$ cat src/verilog/pll3_cfg_pkg.sv
// Constants for the third PLL configuration store: register offsets,
// reset values, bus state codes and the device address default.
// Assumes a single 10 MHz system clock domain.
package pll3_cfg_pkg;

  localparam int NUM_COPIES = 6;

  // Offsets indexed by configuration copy number 0..5
  localparam logic [7:0] RSVD_A_OFS = 8'h55;
  localparam logic [7:0] LOOP_OFS [NUM_COPIES] = '{8'h58, 8'h59, 8'h5a, 8'h5b, 8'h56, 8'h57};
  localparam logic [7:0] REF_OFS  [NUM_COPIES] = '{8'h5c, 8'h5d, 8'h5e, 8'h5f, 8'h60, 8'h61};
  localparam logic [7:0] FB_OFS   [NUM_COPIES] = '{8'h64, 8'h65, 8'h66, 8'h67, 8'h62, 8'h63};

  // Reset values
  localparam logic [7:0] LOOP_RST   = 8'h00;
  localparam logic [6:0] REF_RST    = 7'h03;
  localparam logic [7:0] FB_LOW_RST = 8'h0c;
  localparam logic [7:0] READ_IDLE  = 8'h00;
  // Idle level of the bus pins, {clock, data}
  localparam logic [1:0] BUS_IDLE_RST = 2'b11;

  // Smallest legal feedback count
  localparam logic [11:0] FB_MIN = 12'h00c;

  // Bus address of this block; value is arbitrary
  localparam logic [6:0] DEV_ADDR_DEFAULT = 7'h50;

  typedef enum logic [6:0] {
    ST_IDLE  = 7'b000_0001,
    ST_DEV   = 7'b000_0010,
    ST_PTR   = 7'b000_0100,
    ST_WDATA = 7'b000_1000,
    ST_ACK   = 7'b001_0000,
    ST_RDATA = 7'b010_0000,
    ST_RACK  = 7'b100_0000
  } bus_state_t;

endpackage

$ cat src/verilog/bit_sync.sv
// Two-stage synchroniser for pins from outside the system clock domain.
// Assumes the bits are independent levels or change slowly together.
`timescale 1ns/1ps
`default_nettype none

module bit_sync #(
  parameter int               WIDTH   = 1,
  parameter logic [WIDTH-1:0] RST_VAL = '0
) (
  // Clock and reset
  input  wire logic             clk_sys_i,
  input  wire logic             reset_i,
  // Data
  input  wire logic [WIDTH-1:0] d_i,
  output logic      [WIDTH-1:0] q_o
);

  logic [WIDTH-1:0] meta_ff;
  logic [WIDTH-1:0] q_ff;

  always_ff @(posedge clk_sys_i) begin
    if (reset_i) begin
      // Reset to the pin's idle level so no false edge follows reset
      meta_ff <= RST_VAL;
      q_ff    <= RST_VAL;
    end else begin
      meta_ff <= d_i;
      q_ff    <= meta_ff;
    end
  end

  assign q_o = q_ff;

endmodule // bit_sync

`default_nettype wire

$ cat src/verilog/cfg_copy_store.sv
// One configuration copy of the third PLL: loop byte, reference divider
// and low feedback byte. Assumes one-cycle write strobes from the bus side.
`timescale 1ns/1ps
`default_nettype none

module cfg_copy_store #(
  parameter logic [7:0] LOOP_ADDR = 8'h00,
  parameter logic [7:0] REF_ADDR  = 8'h00,
  parameter logic [7:0] FB_ADDR   = 8'h00
) (
  // Clock and reset
  input  wire logic       clk_sys_i,
  input  wire logic       reset_i,
  // Write port
  input  wire logic       wr_en_i,
  input  wire logic [7:0] wr_addr_i,
  input  wire logic [7:0] wr_data_i,
  // Stored fields
  output logic      [7:0] loop_o,
  output logic      [6:0] ref_o,
  output logic      [7:0] fb_low_o
);
  import pll3_cfg_pkg::*;

  logic [7:0] loop_ff;
  logic [6:0] ref_ff;
  logic [7:0] fb_low_ff;
  logic [7:0] nxt_loop;
  logic [6:0] nxt_ref;
  logic [7:0] nxt_fb_low;

  always_comb begin
    nxt_loop   = loop_ff;
    nxt_ref    = ref_ff;
    nxt_fb_low = fb_low_ff;
    if (wr_en_i && wr_addr_i == LOOP_ADDR) begin
      nxt_loop = wr_data_i; // RQ6
    end
    // Top bit is reserved and dropped
    if (wr_en_i && wr_addr_i == REF_ADDR) begin
      nxt_ref = wr_data_i[6:0]; // RQ1
    end
    if (wr_en_i && wr_addr_i == FB_ADDR) begin
      nxt_fb_low = wr_data_i; // RQ5
    end
  end

  always_ff @(posedge clk_sys_i) begin
    if (reset_i) begin
      loop_ff   <= LOOP_RST;
      ref_ff    <= REF_RST;
      fb_low_ff <= FB_LOW_RST;
    end else begin
      loop_ff   <= nxt_loop;
      ref_ff    <= nxt_ref;
      fb_low_ff <= nxt_fb_low;
    end
  end

  assign loop_o   = loop_ff;
  assign ref_o    = ref_ff;
  assign fb_low_o = fb_low_ff;

endmodule // cfg_copy_store

`default_nettype wire

$ cat src/verilog/pll3_divider_loop_config.sv
// Third PLL configuration store behind a two-wire bus slave, with copy
// selection driving the active divider and loop settings.
// Assumes bus pins and copy select pins are asynchronous; companion
// high-bit fields arrive from registers on the same clock.
//
// What this block does
// RQ1: Each copy holds a seven-bit reference divider; top bit reserved.
// RQ2: Active reference divider of zero powers the PLL down.
// RQ3: Feedback path divides by the full twelve-bit programmed value, 12 to 4095.
// RQ4: Host must never load feedback values zero through eleven.
// RQ5: Low feedback byte stored per copy, joined with separate upper bits.
// RQ6: Pump current is five bits; top bit comes from another register.
// RQ7: Only the selected copy drives the PLL; other copies stay stored.
`timescale 1ns/1ps
`default_nettype none

module pll3_divider_loop_config #(
  parameter logic [6:0] DEV_ADDR = pll3_cfg_pkg::DEV_ADDR_DEFAULT
) (
  // Clock and reset
  input  wire logic                                clk_sys_i,
  input  wire logic                                reset_i,
  // Two-wire bus
  input  wire logic                                scl_i,
  input  wire logic                                sda_i,
  output logic                                     sda_o,
  output logic                                     sda_oe_o,
  // Copy selection and companion fields
  input  wire logic [2:0]                          copy_sel_i,
  input  wire logic [pll3_cfg_pkg::NUM_COPIES-1:0] pump_msb_i,
  input  wire logic [4*pll3_cfg_pkg::NUM_COPIES-1:0] fb_high_i,
  // Active PLL settings
  output logic      [2:0]                          active_copy_o,
  output logic      [4:0]                          pump_current_o,
  output logic      [3:0]                          loop_resistor_o,
  output logic      [6:0]                          ref_divider_o,
  output logic      [11:0]                         fb_divider_o,
  output logic                                     power_down_o,
  output logic                                     fb_divider_bad_o
);
  import pll3_cfg_pkg::*;

  // Synchronised pins
  logic [1:0] bus_s;
  logic       scl_s;
  logic       sda_s;
  logic [2:0] sel_s;

  bit_sync #(
    .WIDTH   (2),
    .RST_VAL (BUS_IDLE_RST)
  ) u_bus_sync (
    .clk_sys_i (clk_sys_i),
    .reset_i   (reset_i),
    .d_i       ({scl_i, sda_i}),
    .q_o       (bus_s)
  );

  bit_sync #(
    .WIDTH (3)
  ) u_sel_sync (
    .clk_sys_i (clk_sys_i),
    .reset_i   (reset_i),
    .d_i       (copy_sel_i),
    .q_o       (sel_s)
  );

  assign scl_s = bus_s[1];
  assign sda_s = bus_s[0];

  // Bus slave state
  bus_state_t state_ff;
  bus_state_t after_ack_ff;
  logic       scl_q_ff;
  logic       sda_q_ff;
  logic [2:0] bit_cnt_ff;
  logic [7:0] shift_ff;
  logic [7:0] ptr_ff;
  logic       got8_ff;
  logic       sda_oe_ff;
  logic       mack_ff;
  logic       wr_en_ff;
  logic [7:0] wr_addr_ff;
  logic [7:0] wr_data_ff;

  bus_state_t nxt_state;
  bus_state_t nxt_after_ack;
  logic [2:0] nxt_bit_cnt;
  logic [7:0] nxt_shift;
  logic [7:0] nxt_ptr;
  logic       nxt_got8;
  logic       nxt_sda_oe;
  logic       nxt_mack;
  logic       nxt_wr_en;
  logic [7:0] nxt_wr_addr;
  logic [7:0] nxt_wr_data;

  logic       start_seen;
  logic       stop_seen;
  logic       scl_rise;
  logic       scl_fall;
  logic       do_load;
  logic [7:0] rd_byte;

  // Stored copies
  logic [7:0] loop_q   [NUM_COPIES];
  logic [6:0] ref_q    [NUM_COPIES];
  logic [7:0] fb_low_q [NUM_COPIES];

  for (genvar g = 0; g < NUM_COPIES; g++) begin : g_copy
    cfg_copy_store #(
      .LOOP_ADDR (LOOP_OFS[g]),
      .REF_ADDR  (REF_OFS[g]),
      .FB_ADDR   (FB_OFS[g])
    ) u_copy (
      .clk_sys_i (clk_sys_i),
      .reset_i   (reset_i),
      .wr_en_i   (wr_en_ff),
      .wr_addr_i (wr_addr_ff),
      .wr_data_i (wr_data_ff),
      .loop_o    (loop_q[g]),
      .ref_o     (ref_q[g]),
      .fb_low_o  (fb_low_q[g])
    );
  end

  assign start_seen = scl_s & sda_q_ff & ~sda_s;
  assign stop_seen  = scl_s & ~sda_q_ff & sda_s;
  assign scl_rise   = scl_s & ~scl_q_ff;
  assign scl_fall   = ~scl_s & scl_q_ff;

  // Read mux; reserved and unmapped offsets read zero
  always_comb begin
    rd_byte = READ_IDLE;
    for (int c = 0; c < NUM_COPIES; c++) begin
      if (ptr_ff == LOOP_OFS[c]) begin
        rd_byte = loop_q[c];
      end
      if (ptr_ff == REF_OFS[c]) begin
        rd_byte = {1'b0, ref_q[c]}; // RQ1
      end
      if (ptr_ff == FB_OFS[c]) begin
        rd_byte = fb_low_q[c];
      end
    end
  end

  always_comb begin
    nxt_state     = state_ff;
    nxt_after_ack = after_ack_ff;
    nxt_bit_cnt   = bit_cnt_ff;
    nxt_shift     = shift_ff;
    nxt_ptr       = ptr_ff;
    nxt_got8      = got8_ff;
    nxt_sda_oe    = sda_oe_ff;
    nxt_mack      = mack_ff;
    nxt_wr_en     = 1'b0;
    nxt_wr_addr   = wr_addr_ff;
    nxt_wr_data   = wr_data_ff;
    do_load       = 1'b0;
    if (start_seen) begin
      nxt_state   = ST_DEV;
      nxt_bit_cnt = 3'h0;
      nxt_got8    = 1'b0;
      nxt_sda_oe  = 1'b0;
    end else if (stop_seen) begin
      nxt_state  = ST_IDLE;
      nxt_sda_oe = 1'b0;
    end else begin
      unique case (state_ff)
        ST_IDLE: begin
        end
        ST_DEV, ST_PTR, ST_WDATA: begin
          if (scl_rise) begin
            nxt_shift   = {shift_ff[6:0], sda_s};
            nxt_bit_cnt = bit_cnt_ff + 3'h1;
            nxt_got8    = (bit_cnt_ff == 3'h7);
          end else if (scl_fall && got8_ff) begin
            nxt_got8   = 1'b0;
            nxt_sda_oe = 1'b1;
            nxt_state  = ST_ACK;
            if (state_ff == ST_DEV) begin
              nxt_after_ack = shift_ff[0] ? ST_RDATA : ST_PTR;
              if (shift_ff[7:1] != DEV_ADDR) begin
                nxt_state  = ST_IDLE;
                nxt_sda_oe = 1'b0;
              end
            end else if (state_ff == ST_PTR) begin
              nxt_ptr       = shift_ff;
              nxt_after_ack = ST_WDATA;
            end else begin
              nxt_wr_en     = 1'b1;
              nxt_wr_addr   = ptr_ff;
              nxt_wr_data   = shift_ff;
              nxt_ptr       = ptr_ff + 8'h01;
              nxt_after_ack = ST_WDATA;
            end
          end
        end
        ST_ACK: begin
          if (scl_fall) begin
            nxt_bit_cnt = 3'h0;
            if (after_ack_ff == ST_RDATA) begin
              do_load = 1'b1;
            end else begin
              nxt_sda_oe = 1'b0;
              nxt_state  = after_ack_ff;
            end
          end
        end
        ST_RDATA: begin
          if (scl_fall) begin
            if (bit_cnt_ff == 3'h7) begin
              nxt_sda_oe = 1'b0;
              nxt_state  = ST_RACK;
            end else begin
              nxt_shift   = {shift_ff[6:0], 1'b0};
              nxt_sda_oe  = ~shift_ff[6];
              nxt_bit_cnt = bit_cnt_ff + 3'h1;
            end
          end
        end
        ST_RACK: begin
          if (scl_rise) begin
            nxt_mack = ~sda_s;
          end else if (scl_fall) begin
            if (mack_ff) begin
              do_load = 1'b1;
            end else begin
              nxt_state = ST_IDLE;
            end
          end
        end
        default: begin
          nxt_state  = ST_IDLE;
          nxt_sda_oe = 1'b0;
        end
      endcase
    end
    // Present next byte, most significant bit first
    if (do_load) begin
      nxt_shift   = rd_byte;
      nxt_sda_oe  = ~rd_byte[7];
      nxt_ptr     = ptr_ff + 8'h01;
      nxt_bit_cnt = 3'h0;
      nxt_state   = ST_RDATA;
    end
  end

  always_ff @(posedge clk_sys_i) begin
    if (reset_i) begin
      state_ff     <= ST_IDLE;
      after_ack_ff <= ST_IDLE;
      scl_q_ff     <= 1'b1;
      sda_q_ff     <= 1'b1;
      bit_cnt_ff   <= 3'h0;
      shift_ff     <= 8'h00;
      ptr_ff       <= 8'h00;
      got8_ff      <= 1'b0;
      sda_oe_ff    <= 1'b0;
      mack_ff      <= 1'b0;
      wr_en_ff     <= 1'b0;
      wr_addr_ff   <= 8'h00;
      wr_data_ff   <= 8'h00;
    end else begin
      state_ff     <= nxt_state;
      after_ack_ff <= nxt_after_ack;
      scl_q_ff     <= scl_s;
      sda_q_ff     <= sda_s;
      bit_cnt_ff   <= nxt_bit_cnt;
      shift_ff     <= nxt_shift;
      ptr_ff       <= nxt_ptr;
      got8_ff      <= nxt_got8;
      sda_oe_ff    <= nxt_sda_oe;
      mack_ff      <= nxt_mack;
      wr_en_ff     <= nxt_wr_en;
      wr_addr_ff   <= nxt_wr_addr;
      wr_data_ff   <= nxt_wr_data;
    end
  end

  // Active settings
  logic [2:0]  act_ff;
  logic [4:0]  pump_ff;
  logic [3:0]  resist_ff;
  logic [6:0]  ref_ff;
  logic [11:0] fb_ff;
  logic        pd_ff;
  logic        bad_ff;
  logic [2:0]  nxt_act;
  logic [4:0]  nxt_pump;
  logic [3:0]  nxt_resist;
  logic [6:0]  nxt_ref;
  logic [11:0] nxt_fb;
  logic        nxt_pd;
  logic        nxt_bad;

  always_comb begin
    // Codes beyond the last copy fall back to copy zero
    nxt_act = (sel_s < 3'(NUM_COPIES)) ? sel_s : 3'h0; // RQ7
    nxt_pump   = {pump_msb_i[nxt_act], loop_q[nxt_act][7:4]}; // RQ6
    nxt_resist = loop_q[nxt_act][3:0]; // RQ7
    nxt_ref    = ref_q[nxt_act]; // RQ7
    nxt_fb     = {fb_high_i[nxt_act*4 +: 4], fb_low_q[nxt_act]}; // RQ5
    nxt_pd     = (ref_q[nxt_act] == 7'h00); // RQ2
    nxt_bad    = (nxt_fb < FB_MIN); // RQ4
  end

  always_ff @(posedge clk_sys_i) begin
    if (reset_i) begin
      act_ff    <= 3'h0;
      pump_ff   <= 5'h00;
      resist_ff <= 4'h0;
      ref_ff    <= REF_RST;
      fb_ff     <= FB_MIN;
      pd_ff     <= 1'b0;
      bad_ff    <= 1'b0;
    end else begin
      act_ff    <= nxt_act;
      pump_ff   <= nxt_pump;
      resist_ff <= nxt_resist;
      ref_ff    <= nxt_ref;
      fb_ff     <= nxt_fb; // RQ3
      pd_ff     <= nxt_pd;
      bad_ff    <= nxt_bad;
    end
  end

  assign sda_o            = 1'b0;
  assign sda_oe_o         = sda_oe_ff;
  assign active_copy_o    = act_ff;
  assign pump_current_o   = pump_ff;
  assign loop_resistor_o  = resist_ff;
  assign ref_divider_o    = ref_ff;
  assign fb_divider_o     = fb_ff;
  assign power_down_o     = pd_ff;
  assign fb_divider_bad_o = bad_ff;

endmodule // pll3_divider_loop_config

`default_nettype wire
$ cat config.mk
export PLATFORM = sky130hd
export DESIGN_NAME = pll3_divider_loop_config
export DESIGN_NICKNAME = d
export VERILOG_FILES = /design/src/verilog/pll3_cfg_pkg.sv /design/src/verilog/bit_sync.sv /design/src/verilog/cfg_copy_store.sv /design/src/verilog/pll3_divider_loop_config.sv
export SDC_FILE = /design/constraint.sdc
export NUM_CORES = 1
export LEC_CHECK = 0
export BUFFER_PORTS_ARGS = -buffer_cell sky130_fd_sc_hd__buf_2
export CAP_MARGIN = 20
export CORE_MARGIN = 3
export CORE_UTILIZATION = 45
export CTS_BUF_LIST = sky130_fd_sc_hd__clkbuf_4
export DETAILED_ROUTE_END_ITERATION = 16
export SLEW_MARGIN = 0
export SYNTH_ARGS = -nofsm -noshare
export SYNTH_HDL_FRONTEND = slang
export SYNTH_SLANG_ARGS = --single-unit
$ cat constraint.sdc
create_clock -name clk_sys_i -period 3.7 [get_ports clk_sys_i]
set_clock_uncertainty 0.05 [all_clocks]
set_input_delay 0.37 -clock clk_sys_i [delete_from_list [all_inputs] [get_ports clk_sys_i]]
set_output_delay 0.37 -clock clk_sys_i [all_outputs]
set_load 0.005 [all_outputs]
==> flow_metrics.py, run 1 <==
metrics = {
    "placed_design": {
        "numPortBuffers": 70,
        "gp_congestion": 1.00,
        "place_area_sq_mm": 0.0124,
        "post-dp-hpwl_microns": 31300,
        "place_inst": 1726,
    },
    "synthesis": {
        "synth_area_per_cell_sq_um": 8.45,
        "synth_cells": 1401,
        "synth-seq-cells": 233,
        "synth-edff-count": 0,
        "synth-xor-area-share_pct": 0.148,
        "synth_compound_area_share_pct": 21.3,
        "ys_async_sr_fraction_pct": 0,
        "synth-adder-area-share_pct": 0.634,
        "synth_seq_area_share_pct": 39.4,
        "synth-simple-area-share_pct": 21.1,
        "yosysWarningCount": 0,
        "synth_area_sq_mm": 0.0118,
        "synthMuxAreaShare_pct": 13.1,
        "synth_fp_nets": 1444,
        "yosysUniqueCellTypes": 78,
        "synth-main-ff-cell": "dfxtp_1",
        "synth_top_family_by_area": "compound AO/OA/AOI/OAI gates",
    },
    "critical_path": {
        "path_max_fanout": 16,
        "crit_chain": "inv_1 > ha_1 > buf_4 > nand3_1 > nand2_1 > a2111oi_0 > o211ai_1 > nand4_1 > a221oi_1",
        "max_stage_delay_ps": 740,
        "start_kind": "flop",
        "cpLargestDelayFamily": "compound AO/OA/AOI/OAI gates",
        "crit_required_ps": 4180,
        "crit_type": "flop to flop",
        "cp.arrival_ps": 3830,
        "reg2reg_depth": 9,
        "cp_num_buf_inv": 2,
        "worst-path-stages": 9,
        "crit_slowest_cell": "a2111oi_0",
        "end_kind": "flop",
    },
    "routing": {
        "detail-route-antenna-nets": 0,
        "routed_wl_microns": 44300,
        "first_pass_iters": 7,
        "via_per_inst": 6.17,
        "vias": 11400,
        "drt_iter0_markers": 1163,
        "route.detailed.drc": 0,
        "wl_per_cell_microns": 24.0,
        "dr_wl_met3_microns": 3460,
        "top_layer": "met4",
        "wl_met2_microns": 19900,
        "wl_met1_microns": 18800,
    },
    "floorplanning": {
        "io_pins": 72,
        "placementRows": 58,
        "die_h_microns": 168,
        "core_region_area_sq_mm": 0.0255,
        "initial_core_util_pct": 46.4,
        "dieWidth_microns": 168,
        "die-area_sq_mm": 0.0283,
    },
    "hold_path": {
        "hp-class": "input pin to flop",
        "hold_depth": 5,
    },
    "timing": {
        "worst_slew_margin_rel_pct": 22.7,
        "fin_crit_sh_pct": 90.5,
        "tightest_slew_ps": 1160,
        "fin_crit_ps": 3350,
        "fin_setup_tns_ps": 0,
        "setup_viol": 0,
        "fmax_ghz": 0.299,
        "hold_viol": 0,
        "whs_ps": 51.9,
        "drv_slew": 0,
        "rsz0062_at_grt": "no",
    },
    "clocking": {
        "clock_path_buffers": 3,
        "cts_tree": "done",
        "insertion_delay_ps": 720,
        "cts_resized": 0,
        "cts.reportedPaths.clkPinSlew_ps": 60,
        "clock_sinks": 233,
        "cts_buffers": 61,
        "htree_levels": 2,
        "cts_root_buffer": "clkbuf_4",
    },
    "layout": {
        "drive_gt1_share_pct": 15.8,
        "fin_nets": 1514,
        "final_cell_area_sq_mm": 0.0133,
        "areaGrowthSynthToFinish_pct": 12.5,
        "layoutNonFillerInstCount": 1848,
    },
    "run": {
        "max_cap_violations": 0,
    },
    "power_and_ir_drop": {
        "leakagePower_nw": 4.89,
        "ir_drop_mv": 0.255,
        "power_density_mw_per_mm2": 389,
    },
    "global_route": {
        "grt_first_pass_wirelength_microns": 66600,
        "antenna_found_initial": 1,
        "grt_use_total_pct": 30.4,
        "grt-ovfl-total": 0,
        "grt_pass1_vias": 10800,
        "grt_max_degree": 97,
    },
    "status": {
        "outcome": "finished, final reports clean",
    },
}
## final cells by class
cell class,instances,area [sq um]
fill,2559,12200
multi-input combinational,1042,6680
sequential,233,4670
timing repair buffer,118,752
clock buffer,82,616
tap,330,413
clock inverter,27,136
inverter,15,56.3
antenna,1,2.50
## cell usage in the layout, fill, tap and decap left out, types with 20 or more instances in the layout
cell / count
o22ai_1: 34
a21oi_1: 97
a211o_1: 26
buf_2: 69
a22oi_1: 27
o21ai_0: 30
mux2_2: 23
mux2i_1: 115
nand3_1: 51
clkbuf_4: 82
nand2_1: 136
nor2_1: 170
clkinv_1: 20
buf_4: 36
dfxtp_1: 232
nor2b_1: 46
## final timing paths
| kind | startpoint | to | slack (ps) |
|---|---|---|---|
| worst min register to register | u_bus_sync.meta_ff[1]$_SDFF_PP1_ | u_bus_sync.q_o[1]$_SDFF_PP1_ | 360 |
| worst min-delay path | fb_high_i[11] | fb_divider_bad_o$_SDFF_PP0_ | 50 |
| worst max-delay path | ptr_ff[0]$_SDFFE_PP0P_ | shift_ff[2]$_SDFFE_PP0P_ | 350 |
| worst max register to register | ptr_ff[0]$_SDFFE_PP0P_ | shift_ff[2]$_SDFFE_PP0P_ | 350 |
## cells in the mapped netlist (all sizes together) (4+ instances only)
library cell  instances  area [sq um]
o21a                  4          30.0
or3                   9          56.3
mux2i               115          1150
a22oi                27           203
a32oi                 4          35.0
buf                  25           123
and3b                 4          35.0
o211ai               19           156
a222oi               12           120
a211o                26           228
nor3b                 4          30.0
a31oi                 8          50.1
nor2                175           682
o221ai               16           140
nor3                 22           130
nand2               136           510
o21ai                38           190
nand3                51           255
and3                 16           100
a21oi                97           485
a22o                  8          70.1
o31ai                 5          37.5
a221oi                9          78.8
o32ai                 4          35.0
nand2b               15          93.8
a221o                 4          40.0
o22ai                34           213
nand3b                5          37.5
clkbuf               86           325
dfxtp               233          4660
nand4                 6          37.5
o2bb2ai               4          35.0
a211oi               18           135
ha                    6          75.1
or2                   7          43.8
inv                  14          52.6
mux2                 36           405
nor2b                46           288
or3b                  5          43.8
## timing repair
item | in CTS | in global routing
hold buffers | 11 | 0
setup buffers | 0 | 0
hold endpoints to repair | 11 | 0
## state kept, by name (all words and copies together) (netlist names), 4 cells and up
register                cells
g_copy.u_copy.ref_o        42
state_ff                    7
after_ack_ff                4
fb_divider_o               12
loop_resistor_o             4
wr_data_ff                  8
g_copy.u_copy.loop_o       48
ptr_ff                      8
pump_current_o              5
ref_divider_o               7
wr_addr_ff                  8
g_copy.u_copy.fb_low_o     48
shift_ff                    8
## metal layers
metal	vias to the layer above	track usage, %
met3	111	5.89
met2	535	47.8
met4	0	13.4
met1	5454	40.8
met5	-	0
li1	5310	-
## logic make-up after synthesis
group                    after synthesis
other                                  1
AO/OA/AOI/OAI                        364
flip-flops                           233
buffers and inverters                126
multiplexers                         151
adder cells (fa/ha/maj)                6
XOR/XNOR                               2
AND/OR/NAND/NOR                      518
## power breakdown
group	internal [mW]	switching (mW)	leakage [nW]
clock	1.10	1.09	0.445
combinational	0.159	0.255	2.56
sequential	2.54	0.0399	1.88
## worst min-delay path, stage by stage
cell,delay [ps]
buf_2,80
a22o_1,110
a222oi_1,70
nand4_1,90
a211oi_1,40
## metrics by stage
| step | utilization (%) | power [mW] | worst slack, ps |
|---|---|---|---|
| global placement | 48.7 | 3.03 | 607 |
| detailed placement | 48.7 | 3.03 | 492 |
| CTS | 52.1 | 5.23 | 483 |
| finish | 52.2 | 5.18 | 351 |
| floorplan | - | 2.91 | 1420 |
| global route | 52.2 | 5.42 | 212 |
(Power assumes the default switching activity.)
==> inputs of run 2 (changes only) <==
--- a/config.mk
+++ b/config.mk
@@ -7,8 +7,8 @@
 export LEC_CHECK = 0
 export BUFFER_PORTS_ARGS = -buffer_cell sky130_fd_sc_hd__buf_2
 export CAP_MARGIN = 20
-export CORE_MARGIN = 3
-export CORE_UTILIZATION = 45
+export CORE_MARGIN = 5
+export CORE_UTILIZATION = 40
 export CTS_BUF_LIST = sky130_fd_sc_hd__clkbuf_4
 export DETAILED_ROUTE_END_ITERATION = 16
 export SLEW_MARGIN = 0
==> run 2 against run 1 <==
  * Clock power grew 18%
  * Setup slack lost 110 ps
  * Power increased by 7.8%
  * Routed wire length grew 4.5%
  * Non-clock buffer count unchanged
  * Global-route usage shrank 3.2 points
  * Design area grew 1.8%
  * Die area up 17%
  * First-iteration DRC count rose by 7.0%
==> flow_metrics.py, run 2 (synthesized netlist as in run 1, its figures left out) <==
metrics = {
    "status": {
        "outcome": "finished, final reports clean",
    },
    "timing": {
        "fin_crit_ps": 3460,
        "rsz0062_at_grt": "no",
        "fin_setup_tns_ps": 0,
        "setup_viol": 0,
        "drv_slew": 0,
        "tightest_slew_ps": 1130,
        "fmax_ghz": 0.289,
        "hold_viol": 0,
        "fin_crit_sh_pct": 93.4,
        "worst_slew_margin_rel_pct": 23.0,
    },
    "critical_path": {
        "crit_chain": "nor2_1 > and3_1 > a22o_1 > a2111oi_0 > o211ai_1 > nand4_1 > a221oi_1",
        "start_kind": "flop",
        "path_max_fanout": 17,
        "max_stage_delay_ps": 940,
        "crit_slowest_cell": "a2111oi_0",
        "crit_required_ps": 4180,
        "cp_num_buf_inv": 0,
        "end_kind": "flop",
        "cpLargestDelayFamily": "compound AO/OA/AOI/OAI gates",
        "cp.arrival_ps": 3940,
        "crit_type": "flop to flop",
    },
    "routing": {
        "drt_iter0_markers": 1244,
        "wl_per_cell_microns": 24.1,
        "vias": 11600,
        "first_pass_iters": 6,
        "via_per_inst": 6.02,
        "routed_wl_microns": 46300,
        "route.detailed.drc": 0,
        "detail-route-antenna-nets": 0,
    },
    "floorplanning": {
        "core_region_area_sq_mm": 0.0294,
        "placementRows": 63,
        "dieWidth_microns": 182,
        "die-area_sq_mm": 0.0332,
        "die_h_microns": 182,
        "io_pins": 72,
        "initial_core_util_pct": 40.3,
    },
    "layout": {
        "final_cell_mix": "dfxtp_1 (232), nor2_1 (170), nand2_1 (136)",
        "final_cell_area_sq_mm": 0.0136,
        "drive_gt1_share_pct": 17.0,
        "mostFrequentLayoutCell": "dfxtp_1",
        "fin_nets": 1521,
        "areaGrowthSynthToFinish_pct": 14.5,
    },
    "power_and_ir_drop": {
        "power_density_mw_per_mm2": 412,
        "total_power_mw": 5.59,
        "ir_drop_mv": 0.189,
        "leakagePower_nw": 4.97,
    },
    "clocking": {
        "cts_tree": "done",
        "cts_resized": 0,
        "htree_levels": 3,
        "insertion_delay_ps": 690,
        "cts_buffers": 68,
        "cts_root_buffer": "clkbuf_4",
        "clock_path_buffers": 3,
        "clock_sinks": 233,
        "cts.reportedPaths.clkPinSlew_ps": 60,
        "post_cts_buffers": 0,
    },
    "global_route": {
        "grt_pass1_vias": 11100,
        "grt_use_total_pct": 27.3,
        "grt_first_pass_wirelength_microns": 69900,
        "antenna_found_initial": 1,
        "grt-ovfl-total": 0,
        "grt_max_degree": 84,
    },
    "run": {
        "max_cap_violations": 0,
    },
    "hold_path": {
        "hp-class": "input pin to flop",
    },
    "placed_design": {
        "post-dp-hpwl_microns": 32900,
        "numPortBuffers": 70,
        "place_area_sq_mm": 0.0126,
        "gp_congestion": 0.975,
    },
}
run 2: worst register-to-register path: cells and delay by family, from the launching register on:
family | cells | cell delay (ps)
compound gates | 4 | 1720
flops | 1 | 710
simple gates | 3 | 840
run 2: repair_timing:
action | CTS | global route
setup endpoints to repair | 0 | 0
hold buffers | 9 | 0
hold endpoints to repair | 10 | 0
run 2: power breakdown:
part | switching, mW | internal, mW
Clock | 1.17 | 1.42
Sequential | 0.0383 | 2.54
Combinational | 0.254 | 0.157
run 2: through the flow:
| step | utilization (%) | setup WS [ps] | hold WS, ps | std cells |
|---|---|---|---|---|
| final | 46.1 | 244 | 23.5 | 1919 |
| after global routing | 46.1 | 252 | 40.8 | 1919 |
| after CTS | 46.1 | 535 | 0.706 | 1917 |
| after detailed placement | 42.7 | 478 | 347 | 1788 |
| after global placement | 42.6 | 372 | 343 | 1787 |
| after floorplan | - | 1420 | 339 | 1401 |
run 2: worst paths after layout:
check,cells past startpoint,end,slack [ps],startpoint
max,7,shift_ff[2]$_SDFFE_PP0P_,240,ptr_ff[2]$_SDFFE_PP0P_
max reg2reg,7,shift_ff[2]$_SDFFE_PP0P_,240,ptr_ff[2]$_SDFFE_PP0P_
min reg2reg,1,u_bus_sync.q_o[1]$_SDFF_PP1_,360,u_bus_sync.meta_ff[1]$_SDFF_PP1_
min,3,pump_current_o[4]$_SDFF_PP0_,20,pump_msb_i[5]
run 2: layout make-up:
type | count | area, sq um
clock inverter | 23 | 181
antenna | 1 | 2.50
clock buffer | 97 | 728
multi-input combinational | 1042 | 6680
inverter | 15 | 56.3
sequential | 233 | 4670
fill | 2943 | 15800
timing repair buffer | 118 | 759
tap | 390 | 488
run 2: metal layers:
layer	wire length, microns	track usage, %
met1	18900	35.1
met2	21500	44.2
met3	3260	4.35
met4	2690	14.1
met5	0	0
==> inputs of run 3 (changes only) <==
--- a/config.mk
+++ b/config.mk
@@ -11,6 +11,7 @@
 export CORE_UTILIZATION = 40
 export CTS_BUF_LIST = sky130_fd_sc_hd__clkbuf_4
 export DETAILED_ROUTE_END_ITERATION = 16
+export SKIP_LAST_GASP = 1
 export SLEW_MARGIN = 0
 export SYNTH_ARGS = -nofsm -noshare
 export SYNTH_HDL_FRONTEND = slang
==> constraint.sdc (replaced) <==
create_clock -name clk_sys_i -period 3.05 [get_ports clk_sys_i]
set_clock_uncertainty 0.05 [all_clocks]
set_input_delay 0.305 -clock clk_sys_i [delete_from_list [all_inputs] [get_ports clk_sys_i]]
set_output_delay 0.305 -clock clk_sys_i [all_outputs]
set_load 0.005 [all_outputs]
==> run 3 against run 2 <==
  * Non-clock buffer count grew 25
  * Setup slack lost 100 ps
  * Utilization grew 0.34 points
  * Global-route usage grew 0.072 points
  * Power grew 15%
  * Via count grew 1.3%
  * Sequential power grew 21%
  * Combinational power grew 29%
  * Design area grew 0.73%
  * Clock power grew 7%
  * Cell count grew 1.1%
  * Critical path depth grew 1
  * Critical path type unchanged
  * Critical endpoint is now shift_ff[4]$_SDFFE_PP0P_
==> flow_metrics.py, run 3 (synthesized netlist as in run 1, its figures left out) <==
metrics = {
    "status": {
        "outcome": "finished, final reports clean",
    },
    "floorplanning": {
        "placementRows": 63,
        "die-area_sq_mm": 0.0332,
        "dieWidth_microns": 182,
        "io_pins": 72,
        "initial_core_util_pct": 40.3,
        "die_h_microns": 182,
        "core_region_area_sq_mm": 0.0294,
    },
    "run": {
        "max_cap_violations": 0,
    },
    "placed_design": {
        "gp_congestion": 1.06,
        "numPortBuffers": 70,
        "post-dp-hpwl_microns": 33400,
        "place_area_sq_mm": 0.0127,
    },
    "critical_path": {
        "start_kind": "flop",
        "rrSetupSlack_ps": 140,
        "crit_required_ps": 3560,
        "max_stage_delay_ps": 540,
        "cp.arrival_ps": 3420,
        "crit_type": "flop to flop",
        "path_max_fanout": 11,
        "cp_num_buf_inv": 1,
        "crit_chain": "nand4bb_1 > buf_4 > nor2_1 > a21o_1 > o21ba_1 > a211oi_1 > o211ai_1 > a221oi_1",
        "end_kind": "flop",
        "cpLargestDelayFamily": "compound AO/OA/AOI/OAI gates",
        "crit_slowest_cell": "dfxtp_1",
    },
    "layout": {
        "mostFrequentLayoutCell": "dfxtp_1",
        "post-route-util_pct": 46.5,
        "final_cell_area_sq_mm": 0.0137,
        "fin_nets": 1545,
        "drive_gt1_share_pct": 17.6,
        "areaGrowthSynthToFinish_pct": 15.4,
        "final_cell_mix": "dfxtp_1 (232), nor2_1 (170), nand2_1 (136)",
    },
    "power_and_ir_drop": {
        "ir_drop_mv": 0.273,
        "power_density_mw_per_mm2": 470,
        "leakagePower_nw": 5.05,
        "switchingPower_mw": 1.73,
        "internal_power_mw": 4.69,
        "p_clk_share_pct": 42.9,
        "switching_share_pct": 26.9,
        "comb_power_share_pct": 8.3,
        "power_frac_seq_pct": 48.8,
        "total_power_mw": 6.42,
    },
    "hold_path": {
        "hp-class": "input pin to flop",
    },
    "global_route": {
        "antenna_found_initial": 1,
        "grt_pass1_vias": 11200,
        "grt_first_pass_wirelength_microns": 70000,
        "grt_max_degree": 83,
        "grt-ovfl-total": 0,
        "grt_use_total_pct": 27.3,
    },
    "timing": {
        "fmax_ghz": 0.344,
        "tightest_slew_ps": 961,
        "fin_crit_sh_pct": 95.3,
        "fin_setup_tns_ps": 0,
        "drv_slew": 0,
        "rsz0062_at_grt": "no",
        "setup_viol": 0,
        "fin_crit_ps": 2910,
        "hold_viol": 0,
        "worst_slew_margin_rel_pct": 35.8,
    },
    "routing": {
        "drt_iter0_markers": 1335,
        "routed_wl_microns": 46800,
        "detail-route-antenna-nets": 0,
        "route.detailed.drc": 0,
        "via_per_inst": 6.03,
        "wl_per_cell_microns": 24.1,
        "first_pass_iters": 9,
        "vias": 11700,
    },
    "clocking": {
        "clock_sinks": 233,
        "post_cts_buffers": 0,
        "cts_root_buffer": "clkbuf_4",
        "clock_path_buffers": 3,
        "cts_buffers": 67,
        "insertion_delay_ps": 650,
        "htree_levels": 3,
        "cts.reportedPaths.clkPinSlew_ps": 70,
        "cts_tree": "done",
    },
}
-- run 3: through the flow --
step / worst slack, ps / cells / hold slack [ps]
CTS: 271 / 1939 / 15.7
floorplan: 766 / 1401 / 339
global placement: 357 / 1810 / 340
global route: 69.6 / 1940 / 59.7
finish: 144 / 1940 / 78.5
detailed placement: 275 / 1810 / 343
-- run 3: worst paths after layout --
kind | start | to | depth (start not counted)
worst max-delay path | ptr_ff[4]$_SDFFE_PP0P_ | shift_ff[4]$_SDFFE_PP0P_ | 8
worst min-delay path | pump_msb_i[4] | pump_current_o[4]$_SDFF_PP0_ | 4
worst max register to register | ptr_ff[4]$_SDFFE_PP0P_ | shift_ff[4]$_SDFFE_PP0P_ | 8
worst min register to register | u_bus_sync.meta_ff[0]$_SDFF_PP1_ | u_bus_sync.q_o[0]$_SDFF_PP1_ | 1
-- run 3: tightest hold or removal path: cells and delay by family --
family / cells / cell delay, ps
AO/OA/AOI/OAI: 2 / 250
buffers and inverters: 1 / 70
AND/OR/NAND/NOR: 1 / 120
-- run 3: layout make-up --
type,instances,area (sq um)
Fill cell,2958,15700
Timing Repair Buffer,143,975
Clock buffer,91,683
Multi-Input combinational cell,1042,6680
Clock inverter,25,110
Inverter,15,56.3
Antenna cell,1,2.50
Tap cell,390,488
Sequential cell,233,4670
-- run 3: power by group through the flow --
stage,clock network (mW),registers (mW),logic [mW]
after CTS,2.84,3.13,0.526
after global placement,0,3.20,0.513
after global routing,3.04,3.14,0.575
after floorplan,0,3.18,0.348
after detailed placement,0,3.20,0.511
final,2.76,3.13,0.532
-- run 3: metal layers --
layer | track usage (%) | share of wire, %
met2 | 44.9 | 47
met3 | 5.04 | 7.6
met1 | 35.7 | 41
met5 | 0 | 0
met4 | 10.7 | 4.3
-- run 3: repair_timing --
item / in CTS / in global routing
hold endpoints to repair: 37 / 0
hold buffers: 13 / 0
gates resized for setup: 0 / 0
endpoints found under the setup margin: 0 / 0
